**config.mk**
```make
export PLATFORM = sky130hd
export DESIGN_NAME = loop_watchdog_interval_timer
export DESIGN_NICKNAME = d
export VERILOG_FILES = /design/src/hw/loop_wd_pkg.sv /design/src/hw/loop_watchdog_interval_timer.sv
export SDC_FILE = /design/constraint.sdc
export NUM_CORES = 1
export LEC_CHECK = 0
export BUFFER_PORTS_ARGS = -buffer_cell sky130_fd_sc_hd__buf_2
export CAP_MARGIN = 20
export CORE_ASPECT_RATIO = 1.25
export CORE_MARGIN = 8
export CORE_UTILIZATION = 45
export DETAILED_ROUTE_END_ITERATION = 10
export GPL_TIMING_DRIVEN = 0
export PLACE_DENSITY = 0.67
export SYNTH_ARGS = -nofsm -noshare
export SYNTH_HDL_FRONTEND = slang
export SYNTH_SLANG_ARGS = --single-unit
```
**constraint.sdc**
```tcl
create_clock -name clk -period 4.59 [get_ports clk]
set_clock_uncertainty 0.1 [all_clocks]
set_input_delay 0.918 -clock clk [delete_from_list [all_inputs] [get_ports clk]]
set_output_delay 0.918 -clock clk [all_outputs]
set_load 0.05 [all_outputs]
```
**src/hw/loop_wd_pkg.sv**
```systemverilog
// Constants shared by the loop watchdog / interval timer.
// Assumes clk is the main oscillator clock and the CPU register port is byte wide.
package loop_wd_pkg;
	// Clock rate of clk in MHz and its period in ns
	localparam int CLK_MHZ = 50;
	localparam int CLK_PERIOD_NS = 1000 / CLK_MHZ;
	// Register addresses on the CPU data port
	localparam logic [15:0] CLOCK_SELECT_ADDR = 16'hFF42;
	localparam logic [15:0] MODE_RUN_ADDR = 16'hFFF9;
	// Values after reset
	localparam logic [7:0] CLOCK_SELECT_RESET = 8'h00;
	localparam logic [7:0] MODE_RUN_RESET = 8'h00;
	// Implemented bits; the rest read as zero
	localparam logic [7:0] CLOCK_SELECT_MASK = 8'hF7;
	localparam logic [7:0] MODE_RUN_MASK = 8'h98;
	// Field positions
	localparam int RUN_BIT = 7;
	localparam int WD_MODE_BIT = 4;
	localparam int OVF_ACTION_BIT = 3;
	localparam int WD_CLK_SEL_LSB = 0;
	localparam int WD_CLK_SEL_WIDTH = 3;
	// Prescaler tap for code 0, tap for the longest code, and the code that jumps
	localparam int BASE_TAP = 3;
	localparam int LONG_TAP = 11;
	localparam logic [2:0] LONG_CODE = 3'h7;
	// Widths of the prescaler and the loop counter
	localparam int PRESCALE_BITS = 11;
	localparam int COUNT_BITS = 8;
	localparam logic [7:0] COUNT_MAX = 8'hFF;
	// What an overflow does
	typedef enum logic [1:0] {ACT_INTERVAL, ACT_NMI, ACT_RESET} ovf_action_t;
endpackage

```
**src/hw/loop_watchdog_interval_timer.sv**
```systemverilog
// Loop watchdog and interval timer with its two CPU registers.
// Assumes: clk is the main oscillator clock, all inputs synchronous to clk,
// the interrupt controller holds the pending flag and feeds it back.

// What this block does and what software must do
// Mode select 0 gives maskable interrupt per overflow
// Watchdog, action 0: overflow raises non-maskable request
// Watchdog mode 2: overflow raises system reset
// Both mode bits 1 select watchdog mode 2
// Run write 1 clears counter, starts; 0 has no effect
// Software cannot clear run once set
// Software cannot clear mode bits once set
// Interval timing starts immediately on run
// Interval mode repeats interrupt every period
// Reset clears mode/run register
// Reset clears clock-select register
// Periods 2^11..2^17, code 7 gives 2^19
// Internal clock is main clock, halved when bit 0
// Prescaler cleared only by reset, first period slightly short
// Mode set with pending flag raises non-maskable
// Software checks pending flag before watchdog mode
// Software stops timer before clock-select change
// Clock select byte writes only; mode bit ok
// Counts in halt, stops in stop standby
// Stops while CPU runs on subsystem clock
module loop_watchdog_interval_timer
	import loop_wd_pkg::*;
(
	input wire logic clk, // Main oscillator clock
	input wire logic sys_rst, // Synchronous reset, active high
	input wire logic [15:0] addr, // CPU register address
	input wire logic wr_en, // Write strobe, one cycle
	input wire logic bit_wr, // Write is a single-bit manipulation
	input wire logic [2:0] bit_idx, // Bit addressed by a single-bit write
	input wire logic [7:0] wdata, // Write data; bit 0 is the value of a bit write
	input wire logic rd_en, // Read strobe, one cycle
	input wire logic osc_mode_bit, // 1: internal clock is the main clock, 0: half of it
	input wire logic halt_standby, // CPU in halt standby
	input wire logic stop_standby, // CPU in stop standby
	input wire logic sub_clock_active, // CPU clock taken from the subsystem clock
	input wire logic timer_irq_pending_flag, // Pending flag of the timer interrupt
	output logic [7:0] rdata, // Read data, valid the cycle after rd_en
	output logic maskable_irq_req, // Interval overflow request, one-cycle pulse
	output logic nmi_req, // Non-maskable request, one-cycle pulse
	output logic sys_reset_req // System reset request, one-cycle pulse
);
	import loop_wd_pkg::*;

	////////////////////////////////////////////////////////////////////////////////
	// Declarations

	logic [7:0] clock_select; // Clock-select register
	logic run; // Counting enabled
	logic watchdog_mode_select; // Watchdog instead of interval timer
	logic overflow_action_select; // Reset instead of non-maskable
	logic [7:0] mode_run_view; // Mode/run register as read
	logic [7:0] next_mode_run; // Mode/run value the current write proposes
	logic clock_sel_wr; // Byte write to clock-select register
	logic mode_run_wr; // Any write to mode/run register
	logic run_kick; // Write that puts 1 into run
	logic late_wd_set; // Watchdog mode set while interrupt already pending
	logic int_clk_phase; // Toggles for the halved internal clock
	logic int_clk_en; // One pulse per internal clock period
	logic count_allow; // Counting is not frozen by standby or clock source
	logic [PRESCALE_BITS-1:0] prescale; // Free-running prescaler
	logic count_tick; // One pulse per count clock period
	logic [COUNT_BITS-1:0] count; // Loop counter
	logic overflow; // Counter wraps this cycle
	ovf_action_t action; // What an overflow causes now

	// Prescaler reaches the end of the selected tap's period
	function automatic logic tap_done(input logic [PRESCALE_BITS-1:0] ps, input logic [2:0] code);
		logic [PRESCALE_BITS-1:0] mask;
		int tap;
		tap = (code == LONG_CODE) ? LONG_TAP : BASE_TAP + int'(code);
		mask = PRESCALE_BITS'((1 << tap) - 1);
		return &(ps | ~mask);
	endfunction

	////////////////////////////////////////////////////////////////////////////////
	// Register writes

	// Decode the two register writes
	assign clock_sel_wr = wr_en && !bit_wr && (addr == CLOCK_SELECT_ADDR);
	assign mode_run_wr = wr_en && (addr == MODE_RUN_ADDR);

	// Value a write to mode/run proposes: whole byte or one bit replaced
	always_comb begin
		next_mode_run = mode_run_view;
		if (bit_wr) begin
			next_mode_run[bit_idx] = wdata[0];
		end else begin
			next_mode_run = wdata;
		end
	end

	// Only a 1 actually written into run clears and starts the counter
	assign run_kick = mode_run_wr && next_mode_run[RUN_BIT]
		&& (!bit_wr || (bit_idx == 3'(RUN_BIT)));

	// Watchdog mode turned on while the timer request is pending
	assign late_wd_set = mode_run_wr && next_mode_run[WD_MODE_BIT] && !watchdog_mode_select
		&& timer_irq_pending_flag;

	// Clock-select register, byte writes only
	always_ff @(posedge clk) begin
		if (sys_rst) begin
			clock_select <= CLOCK_SELECT_RESET;
		end else if (clock_sel_wr) begin
			clock_select <= wdata & CLOCK_SELECT_MASK;
		end
	end

	// Mode/run bits: set by software, cleared only by reset
	always_ff @(posedge clk) begin
		if (sys_rst) begin
			run <= MODE_RUN_RESET[RUN_BIT];
			watchdog_mode_select <= MODE_RUN_RESET[WD_MODE_BIT];
			overflow_action_select <= MODE_RUN_RESET[OVF_ACTION_BIT];
		end else if (mode_run_wr) begin
			run <= run | next_mode_run[RUN_BIT];
			watchdog_mode_select <= watchdog_mode_select | next_mode_run[WD_MODE_BIT];
			overflow_action_select <= overflow_action_select
				| next_mode_run[OVF_ACTION_BIT];
		end
	end

	// Assemble the readable view of mode/run
	always_comb begin
		mode_run_view = 8'h00;
		mode_run_view[RUN_BIT] = run;
		mode_run_view[WD_MODE_BIT] = watchdog_mode_select;
		mode_run_view[OVF_ACTION_BIT] = overflow_action_select;
	end

	////////////////////////////////////////////////////////////////////////////////
	// Register reads

	// Registered read data; unmapped addresses read zero
	always_ff @(posedge clk) begin
		if (sys_rst) begin
			rdata <= 8'h00;
		end else if (rd_en) begin
			if (addr == CLOCK_SELECT_ADDR) begin
				rdata <= clock_select;
			end else if (addr == MODE_RUN_ADDR) begin
				rdata <= mode_run_view & MODE_RUN_MASK;
			end else begin
				rdata <= 8'h00;
			end
		end
	end

	////////////////////////////////////////////////////////////////////////////////
	// Internal clock and prescaler

	// Halt keeps counting; stop standby and subsystem clock freeze it
	assign count_allow = !stop_standby && !sub_clock_active;

	// Divide by two unless the oscillation mode bit selects full rate
	always_ff @(posedge clk) begin
		if (sys_rst) begin
			int_clk_phase <= 1'b0;
		end else begin
			int_clk_phase <= !int_clk_phase;
		end
	end
	assign int_clk_en = osc_mode_bit || int_clk_phase;

	// Prescaler is never cleared by a run write, so the first period may be short
	always_ff @(posedge clk) begin
		if (sys_rst) begin
			prescale <= '0;
		end else if (int_clk_en && count_allow) begin
			prescale <= prescale + 1'b1;
		end
	end

	// Count clock taken from the selected tap
	assign count_tick = int_clk_en && count_allow
		&& tap_done(prescale, clock_select[WD_CLK_SEL_LSB +: WD_CLK_SEL_WIDTH]);

	////////////////////////////////////////////////////////////////////////////////
	// Loop counter

	// Cleared and restarted by a run kick, held while stopped
	always_ff @(posedge clk) begin
		if (sys_rst) begin
			count <= '0;
		end else if (run_kick) begin
			count <= '0;
		end else if (run && count_tick) begin
			count <= count + 1'b1;
		end
	end

	assign overflow = run && !run_kick && count_tick && (count == COUNT_MAX);

	// Overflow action from the mode bits
	always_comb begin
		if (!watchdog_mode_select) begin
			action = ACT_INTERVAL;
		end else if (overflow_action_select) begin
			action = ACT_RESET;
		end else begin
			action = ACT_NMI;
		end
	end

	////////////////////////////////////////////////////////////////////////////////
	// Requests

	// One-cycle request pulses, registered
	always_ff @(posedge clk) begin
		if (sys_rst) begin
			maskable_irq_req <= 1'b0;
			nmi_req <= 1'b0;
			sys_reset_req <= 1'b0;
		end else begin
			maskable_irq_req <= overflow && (action == ACT_INTERVAL);
			nmi_req <= (overflow && (action == ACT_NMI)) || late_wd_set;
			sys_reset_req <= overflow && (action == ACT_RESET);
		end
	end

	////////////////////////////////////////////////////////////////////////////////
	// Assertions

	interval_irq_a: assert property (@(posedge clk) disable iff (sys_rst)
		overflow |=> (maskable_irq_req == !$past(watchdog_mode_select)))
		else $error("interval request does not match overflow and mode");

	wd_nmi_a: assert property (@(posedge clk) disable iff (sys_rst)
		(overflow && watchdog_mode_select && !overflow_action_select)
		|=> nmi_req && !sys_reset_req && !maskable_irq_req)
		else $error("watchdog mode 1 overflow gave no non-maskable request");

	wd_reset_a: assert property (@(posedge clk) disable iff (sys_rst)
		(overflow && watchdog_mode_select && overflow_action_select)
		|=> sys_reset_req && !maskable_irq_req)
		else $error("watchdog mode 2 overflow gave no reset");

	reset_cause_a: assert property (@(posedge clk) disable iff (sys_rst)
		sys_reset_req |-> $past(overflow) && $past(overflow_action_select)
		&& $past(watchdog_mode_select))
		else $error("reset request without mode 2 overflow");

	kick_clear_a: assert property (@(posedge clk) disable iff (sys_rst)
		run_kick |=> (count == '0) && run ##1 !(count > 8'h01))
		else $error("run kick did not clear counter");

	idle_hold_a: assert property (@(posedge clk) disable iff (sys_rst)
		!run |=> (count == '0) && !maskable_irq_req && !sys_reset_req)
		else $error("counter moved while not running");

	run_sticky_a: assert property (@(posedge clk) disable iff (sys_rst)
		run |=> run)
		else $error("run bit cleared without reset");

	mode_sticky_a: assert property (@(posedge clk) disable iff (sys_rst)
		(watchdog_mode_select || overflow_action_select) |=>
		(watchdog_mode_select >= $past(watchdog_mode_select))
		&& (overflow_action_select >= $past(overflow_action_select)))
		else $error("mode bit cleared without reset");

	reset_values_a: assert property (@(posedge clk)
		sys_rst |=> (clock_select == 8'h00) && !run && !watchdog_mode_select
		&& !overflow_action_select)
		else $error("registers not cleared by reset");

	late_nmi_a: assert property (@(posedge clk) disable iff (sys_rst)
		(mode_run_wr && next_mode_run[WD_MODE_BIT] && !watchdog_mode_select
		&& timer_irq_pending_flag) |=> nmi_req)
		else $error("pending flag at watchdog entry gave no non-maskable request");

	half_rate_a: assert property (@(posedge clk) disable iff (sys_rst)
		(!osc_mode_bit && int_clk_en) ##1 !osc_mode_bit |-> !int_clk_en)
		else $error("internal clock not halved");

	frozen_a: assert property (@(posedge clk) disable iff (sys_rst)
		(!count_allow && !run_kick) |=> $stable(count) && $stable(prescale))
		else $error("counter moved in stop standby or on subsystem clock");

	overflow_point_a: assert property (@(posedge clk) disable iff (sys_rst)
		(maskable_irq_req || nmi_req && !$past(late_wd_set) || sys_reset_req)
		|-> $past(count) == COUNT_MAX && (count == '0))
		else $error("overflow outside counter wrap");

endmodule // loop_watchdog_interval_timer

```
Yosys cells after proc, flatten, opt, wreduce, memory -nomap -nowiden
Index checks and enable logic that the tools add are counted.

word-level totals
  flip-flop bits (word level) = 41
  bits of input ports = 37
  output and inout bits = 11
  logic and storage cells = 70

cells by class
  $add $sub $neg = 4
  $lt $le $gt $ge = 2
  equal/unequal tests = 7
  shifts and indexed selects = 1
  multiplexer cells = 9
  bitwise gates (word level) = 5
  reduce and logical (&&, ||, !) cells = 31

operators by type and width
  kind                   count
  $eq 16x16->1 const B   2
  $mux 8                 3
  $logic_and 1x1->1      19
  $add 11x1->11 const B  1
  $not 11->11            1
  $or 11x11->11          1
  $reduce_and 11->1      1
  $shl 1x4->11 const A   1
  $sub 11x2->11 const B  1
  $add 8x1->8 const B    1
  $bwmux 8               1
  $eq 8x8->1 const B     1
  $eq 3x3->1 const B     2
  $logic_not 1->1        6
  $add 2x3->4 const A    1
  $lt 3x4->1 const B     1
  $mux 2                 2
  $mux 4                 1
  $demux 1 s3            1
  $ge 3x1->1 const B     1
  $logic_or 1x1->1       3
  $or 1x1->1             3
  $eq 2x1->1 const B     1
  $eq 2x2->1 const B     1
  other kinds (3)        3

Longest topological paths before layout
  depth in word-level cells = 14
  mapped depth = 16
  depth with buffers taken out = 13

Worst setup path before layout
Ideal clock, no wire load.

  path kind = reg2reg
  from = reg clock_select[0]
  to = reg count[4]
  setup time = 70 ps
  arrival time = 3212 ps
  required time = 4420 ps
  setup slack = 1208 ps
  cell stages (with the launch flop) = 17
  buffers on the path = 3
  clock period less this slack = 3382 ps
  path through = dfxtp_1 buf_4 inv_1 ha_1 buf_2 nor2b_1 o21bai_1 nand2_1 ha_1 o21ai_0 o2111a_1 a211oi_1 nand4_1 or3_1 clkbuf_2 or3_1 a21oi_1

on the way
  cells in the longest elaborated chain, start to end = 9
  elaborated cells on any way between the ends = 10
  those cells by class = add/sub: 2; eq/ne: 1; shift: 1; mux: 1; bitwise: 2; reduce/logical: 3

ends and longest elaborated chain
  what                                       RTL line                             RTL
  start, declared                            loop_watchdog_interval_timer.sv:52   logic [7:0] clock_select;
  start signal, assigned                     loop_watchdog_interval_timer.sv:110  clock_select <= wdata & CLOCK_SELECT_MASK;
  $add 2x3->4 or $eq 3x3->1 (tied branches)  loop_watchdog_interval_timer.sv:75   tap = (code == LONG_CODE) ? LONG_TAP : BASE_TAP + int'(code);
  $mux 4 *                                   loop_watchdog_interval_timer.sv:75
  $shl 1x4->11 *                             loop_watchdog_interval_timer.sv:76   mask = PRESCALE_BITS'((1 << tap) - 1);
  $sub 11x2->11 *                            loop_watchdog_interval_timer.sv:76
  $not 11->11 *                              loop_watchdog_interval_timer.sv:77   return &(ps | ~mask);
  $or 11x11->11 *                            loop_watchdog_interval_timer.sv:77
  $reduce_and 11->1 *                        loop_watchdog_interval_timer.sv:77
  $logic_and 1x1->1 *                        loop_watchdog_interval_timer.sv:181  && tap_done(prescale, clock_select[WD_CLK_SEL_LSB +: WD_CLK_SEL_WIDTH]);
  $logic_and 1x1->1 *                        loop_watchdog_interval_timer.sv:192  end else if (run && count_tick) begin
  end signal, assigned                       loop_watchdog_interval_timer.sv:193  count <= count + 1'b1;
  end, declared                              loop_watchdog_interval_timer.sv:67   logic [COUNT_BITS-1:0] count;

Every way passes the cells marked *; elsewhere a longest branch is shown, timed or not.
A chain may end at the register's enable or synchronous reset.

Worst setup path after layout
  from = reg clock_select[0]
  to = reg nmi_req

on the way
  cells in the longest elaborated chain, start to end = 12
  elaborated cells on any way between the ends = 13
  those cells by class = add/sub: 2; eq/ne: 1; shift: 1; mux: 1; bitwise: 2; reduce/logical: 6

ends and longest elaborated chain
  what                                       RTL line                             RTL
  $add 2x3->4 or $eq 3x3->1 (tied branches)  loop_watchdog_interval_timer.sv:75
  $mux 4 *                                   loop_watchdog_interval_timer.sv:75
  $shl 1x4->11 *                             loop_watchdog_interval_timer.sv:76
  $sub 11x2->11 *                            loop_watchdog_interval_timer.sv:76
  $not 11->11 *                              loop_watchdog_interval_timer.sv:77
  $or 11x11->11 *                            loop_watchdog_interval_timer.sv:77
  $reduce_and 11->1 *                        loop_watchdog_interval_timer.sv:77
  $logic_and 1x1->1 *                        loop_watchdog_interval_timer.sv:181
  $logic_and 1x1->1 * (2 in a row)           loop_watchdog_interval_timer.sv:197  assign overflow = run && !run_kick && count_tick && (count == COUNT_MAX);
  $logic_and 1x1->1 *                        loop_watchdog_interval_timer.sv:221  nmi_req <= (overflow && (action == ACT_NMI)) || late_wd_set;
  $logic_or 1x1->1 *                         loop_watchdog_interval_timer.sv:221
  end signal, assigned                       loop_watchdog_interval_timer.sv:221
  end, declared                              loop_watchdog_interval_timer.sv:44   output logic nmi_req,

Marked as above.

==> results by group <==
Outcome
  – Status: finished clean

Worst setup path
  – CP endpoint kind: flop
  – CP max FO: 10
  – R2R setup slack: 0.44 ns
  – Setup CP Type: reg2reg
  – CP Launch Type: flop
  – Crit path arrival time: 4.24 ns
  – Worst path required time: 4.69 ns

Route
  – Number of routed nets with antenna violations: 0
  – Met3 wire length: 198 um
  – WL final: 6.12 mm
  – Vias: 2344
  – WL met1: 2.67 mm
  – Max layer used: met4
  – Avg WL per Cell: 14.5 um
  – DRT iter0 DRCs: 95
  – First-pass iteration count of the detailed router: 5
  – Post-route DRC: 0
  – Vias per cell: 5.57
  – Met2 WL: 3.09 mm

Synthesis
  – Compound-Gate Fraction of Synth Area: 0.199
  – Synth Register Bits: 41
  – Main area contributors after synthesis: dfxtp_1 34%, a21oi_1 5.8%, nor2_1 5.6%
  – Synthesis Warnings: 0
  – Cells after synthesis: 303
  – Mux share of post-synthesis cell area: 0.0460
  – Synth Net Count: 347
  – Post-synthesis xor/xnor area fraction: 0.0398
  – Post-synthesis sequential area ratio: 0.339
  – FFs w/ async S/R, synth: 0
  – Post-synth top flop: dfxtp_1
  – Adder-Cell Fraction of Synth Area: 0.0362
  – Yosys cell types: 58
  – Synthesized area per cell: 7.99 um^2
  – Number of flops mapped to enable cells by yosys: 0
  – Area leader, netlist: dfxtp_1
  – Combinational family with the most area after synthesis: simple AND/OR/NAND/NOR gates
  – Cell Area, Synth: 0.00242 mm^2
  – Post-synthesis simple-gate area fraction: 0.295
  – Post-synth top area share: 0.339

Final layout
  – Nets: 400
  – Layout cell share with drive strength beyond 1: 0.196
  – Final core occ: 0.528
  – Diodes inserted: 0
  – Non-filler cells, final: 421
  – Area delta synth->final: 16.2%

STA
  – RSZ-0062 raised after global routing: false
  – F_max: 241 MHz
  – Fin. Hold Viols: 0
  – Period utilisation layout: 0.903
  – Final setup viols: 0
  – Count of pins over their slew limit: 0
  – Relative slew slack: 0.500
  – Worst slew pin tran: 0.744 ns
  – Tmin final: 4.15 ns
  – Hold slack: 0.317 ns
  – Setup Total Neg Slack: 0 ns

Clock network
  – Reg clk slew, reported paths: 0.08 ns
  – Clk Latency, worst-skew pair: 0.29 ns
  – Post-CTS setup buffers: 0
  – CTS max path bufs: 2
  – TritonCTS clock tree: built
  – # H-tree levels: 2
  – Num Clock Sinks: 41
  – TritonCTS Buffers: 5
  – Post-cts repair resize count: 0
  – Root Driver: clkbuf_8
  – CTS Hold Bufs: 0

Power
  – Pwr Density: 223 mW/mm^2
  – Int Power: 0.482 mW
  – Switching Share: 0.232
  – Pleak: 1.11 nW
  – Sequential share of power: 0.573
  – Maximum VDD drop: 0.258 mV
  – Combinational share of power: 0.067
  – Clock power frac: 0.360
  – Sw Pwr: 0.146 mW
  – Total power: 0.628 mW

Placed design
  – Input/output buffers: 46
  – DP HPWL: 4.79 mm
  – DP Cell Count: 413
  – Placer congestion estimate: 0.868

Flow run
  – Max-Cap Viols: 0

Global route
  – First-pass GRT wire length: 10.5 mm
  – Initial antenna violation count: 0
  – Total GRT Usage: 0.164
  – Total congestion overflow: 0
  – Vias in the first global route: 2349
  – Largest net degree at the start of global routing: 13

Die
  – Total I/O pin count: 48
  – Core area: 0.00533 mm^2
  – Die W: 81.6 um
  – Starting Density: 0.454
  – Die area: 0.00800 mm^2
  – Die Ht: 98.0 um
  – Num rows: 30

Min path
  – Worst min path class: reg2reg
## layer usage
metal,vias up,global-route usage
li1,1206,-
met1,1069,0.189
met2,54,0.281
met3,15,0.0313
met4,0,0.0718
met5,-,0
## worst max-delay path, stage by stage, from the launching register on
cell	delay (ns)
dfxtp_1	0.39
buf_4	0.20
inv_1	0.08
ha_1	0.30
buf_2	0.21
nor2b_1	0.16
o21bai_1	0.20
nand2_1	0.09
ha_1	0.26
o21ai_0	0.20
o2111a_1	0.29
a211oi_1	0.20
nand4_1	0.17
nor3_1	0.60
nand2_1	0.27
o41ai_2	0.33
## area by class of cell
type                       instances  area [um^2]
fill                             536         2520
multi-input combinational        238         1490
sequential                        41          821
timing repair buffer              46          230
tap                               64         80.1
clock buffer                       6         72.6
buffer                            14         71.3
inverter                          10         37.5
clock inverter                     2         10.0
## cell usage after synthesis, types with 2 or more instances
| library cell | count |
|---|---|
| a211oi_1 | 3 |
| a21oi_1 | 28 |
| a22oi_1 | 2 |
| and2_1 | 2 |
| and3_1 | 2 |
| and4_1 | 2 |
| buf_1 | 2 |
| buf_2 | 5 |
| clkbuf_1 | 4 |
| dfxtp_1 | 41 |
| ha_1 | 7 |
| inv_1 | 10 |
| mux2i_1 | 10 |
| nand2_1 | 16 |
| nand2b_1 | 13 |
| nand3_1 | 15 |
| nand3b_1 | 2 |
| nand4_1 | 9 |
| nor2_1 | 36 |
| nor2b_1 | 4 |
| nor3_1 | 9 |
| nor3b_1 | 2 |
| nor4_1 | 2 |
| o211ai_1 | 7 |
| o21ai_0 | 17 |
| o22ai_1 | 2 |
| o31ai_1 | 3 |
| or3_1 | 9 |
| xnor2_1 | 7 |
| xor2_1 | 4 |
## sequential cells by signal, summed over array words and instances (netlist names)
| register | count |
|---|---|
| count | 8 |
| watchdog_mode_select | 1 |
| clock_select | 7 |
| int_clk_phase | 1 |
| nmi_req | 1 |
| run | 1 |
| overflow_action_select | 1 |
| rdata | 8 |
| maskable_irq_req | 1 |
| prescale | 11 |
| sys_reset_req | 1 |
## cell families (layout without fill, tap and decap cells)
family,count (synthesis),in the layout
adders and majority gates,7,7
AOI/OAI and AO/OA,76,76
muxes,11,11
xor gates and xnor gates,11,11
and+or+nand+nor,133,133
buffers and inverters,24,78
DFF,41,41
## cell usage in the layout, fill, tap and decap left out, types with 3 or more instances in the layout
master | synthesis | routed
xor2_1 | 4 | 4
clkbuf_8 | 0 | 5
o21ai_0 | 17 | 17
mux2i_1 | 10 | 10
nor3_1 | 9 | 9
nand2_1 | 16 | 16
or3_1 | 9 | 9
o211ai_1 | 7 | 7
xnor2_1 | 7 | 7
o31ai_1 | 3 | 3
a211oi_1 | 3 | 3
nor2b_1 | 4 | 4
nor2_1 | 36 | 36
buf_2 | 5 | 51
nand4_1 | 9 | 9
clkbuf_1 | 4 | 5
nand3_1 | 15 | 15
a21oi_1 | 28 | 28
nand2b_1 | 13 | 13
ha_1 | 7 | 7
inv_1 | 10 | 10
dfxtp_1 | 41 | 41
## metrics by stage
stage	cell area (um^2)	setup WS, ns
2_1_floorplan	2420	1.21
6_report	2810	0.445
4_1_cts	2810	0.453
3_3_place_gp	2730	0.527
5_1_grt	2810	0.142
3_5_place_dp	2730	0.467
## worst paths after layout
kind | start | to | cells past startpoint
worst min register to register | int_clk_phase | int_clk_phase | 1
worst min-delay path | int_clk_phase | int_clk_phase | 1
worst max register to register | clock_select[0] | nmi_req | 15
worst max-delay path | clock_select[0] | nmi_req | 15
## power groups by stage
stage	registers [mW]	logic [mW]	clock network [mW]
floorplan	0.371	0.0162	0
global placement	0.368	0.0413	0
detailed placement	0.368	0.0419	0
CTS	0.360	0.0420	0.235
global route	0.360	0.0462	0.250
finish	0.360	0.0417	0.226
No activity file was read; power rests on OpenSTA's default activity.
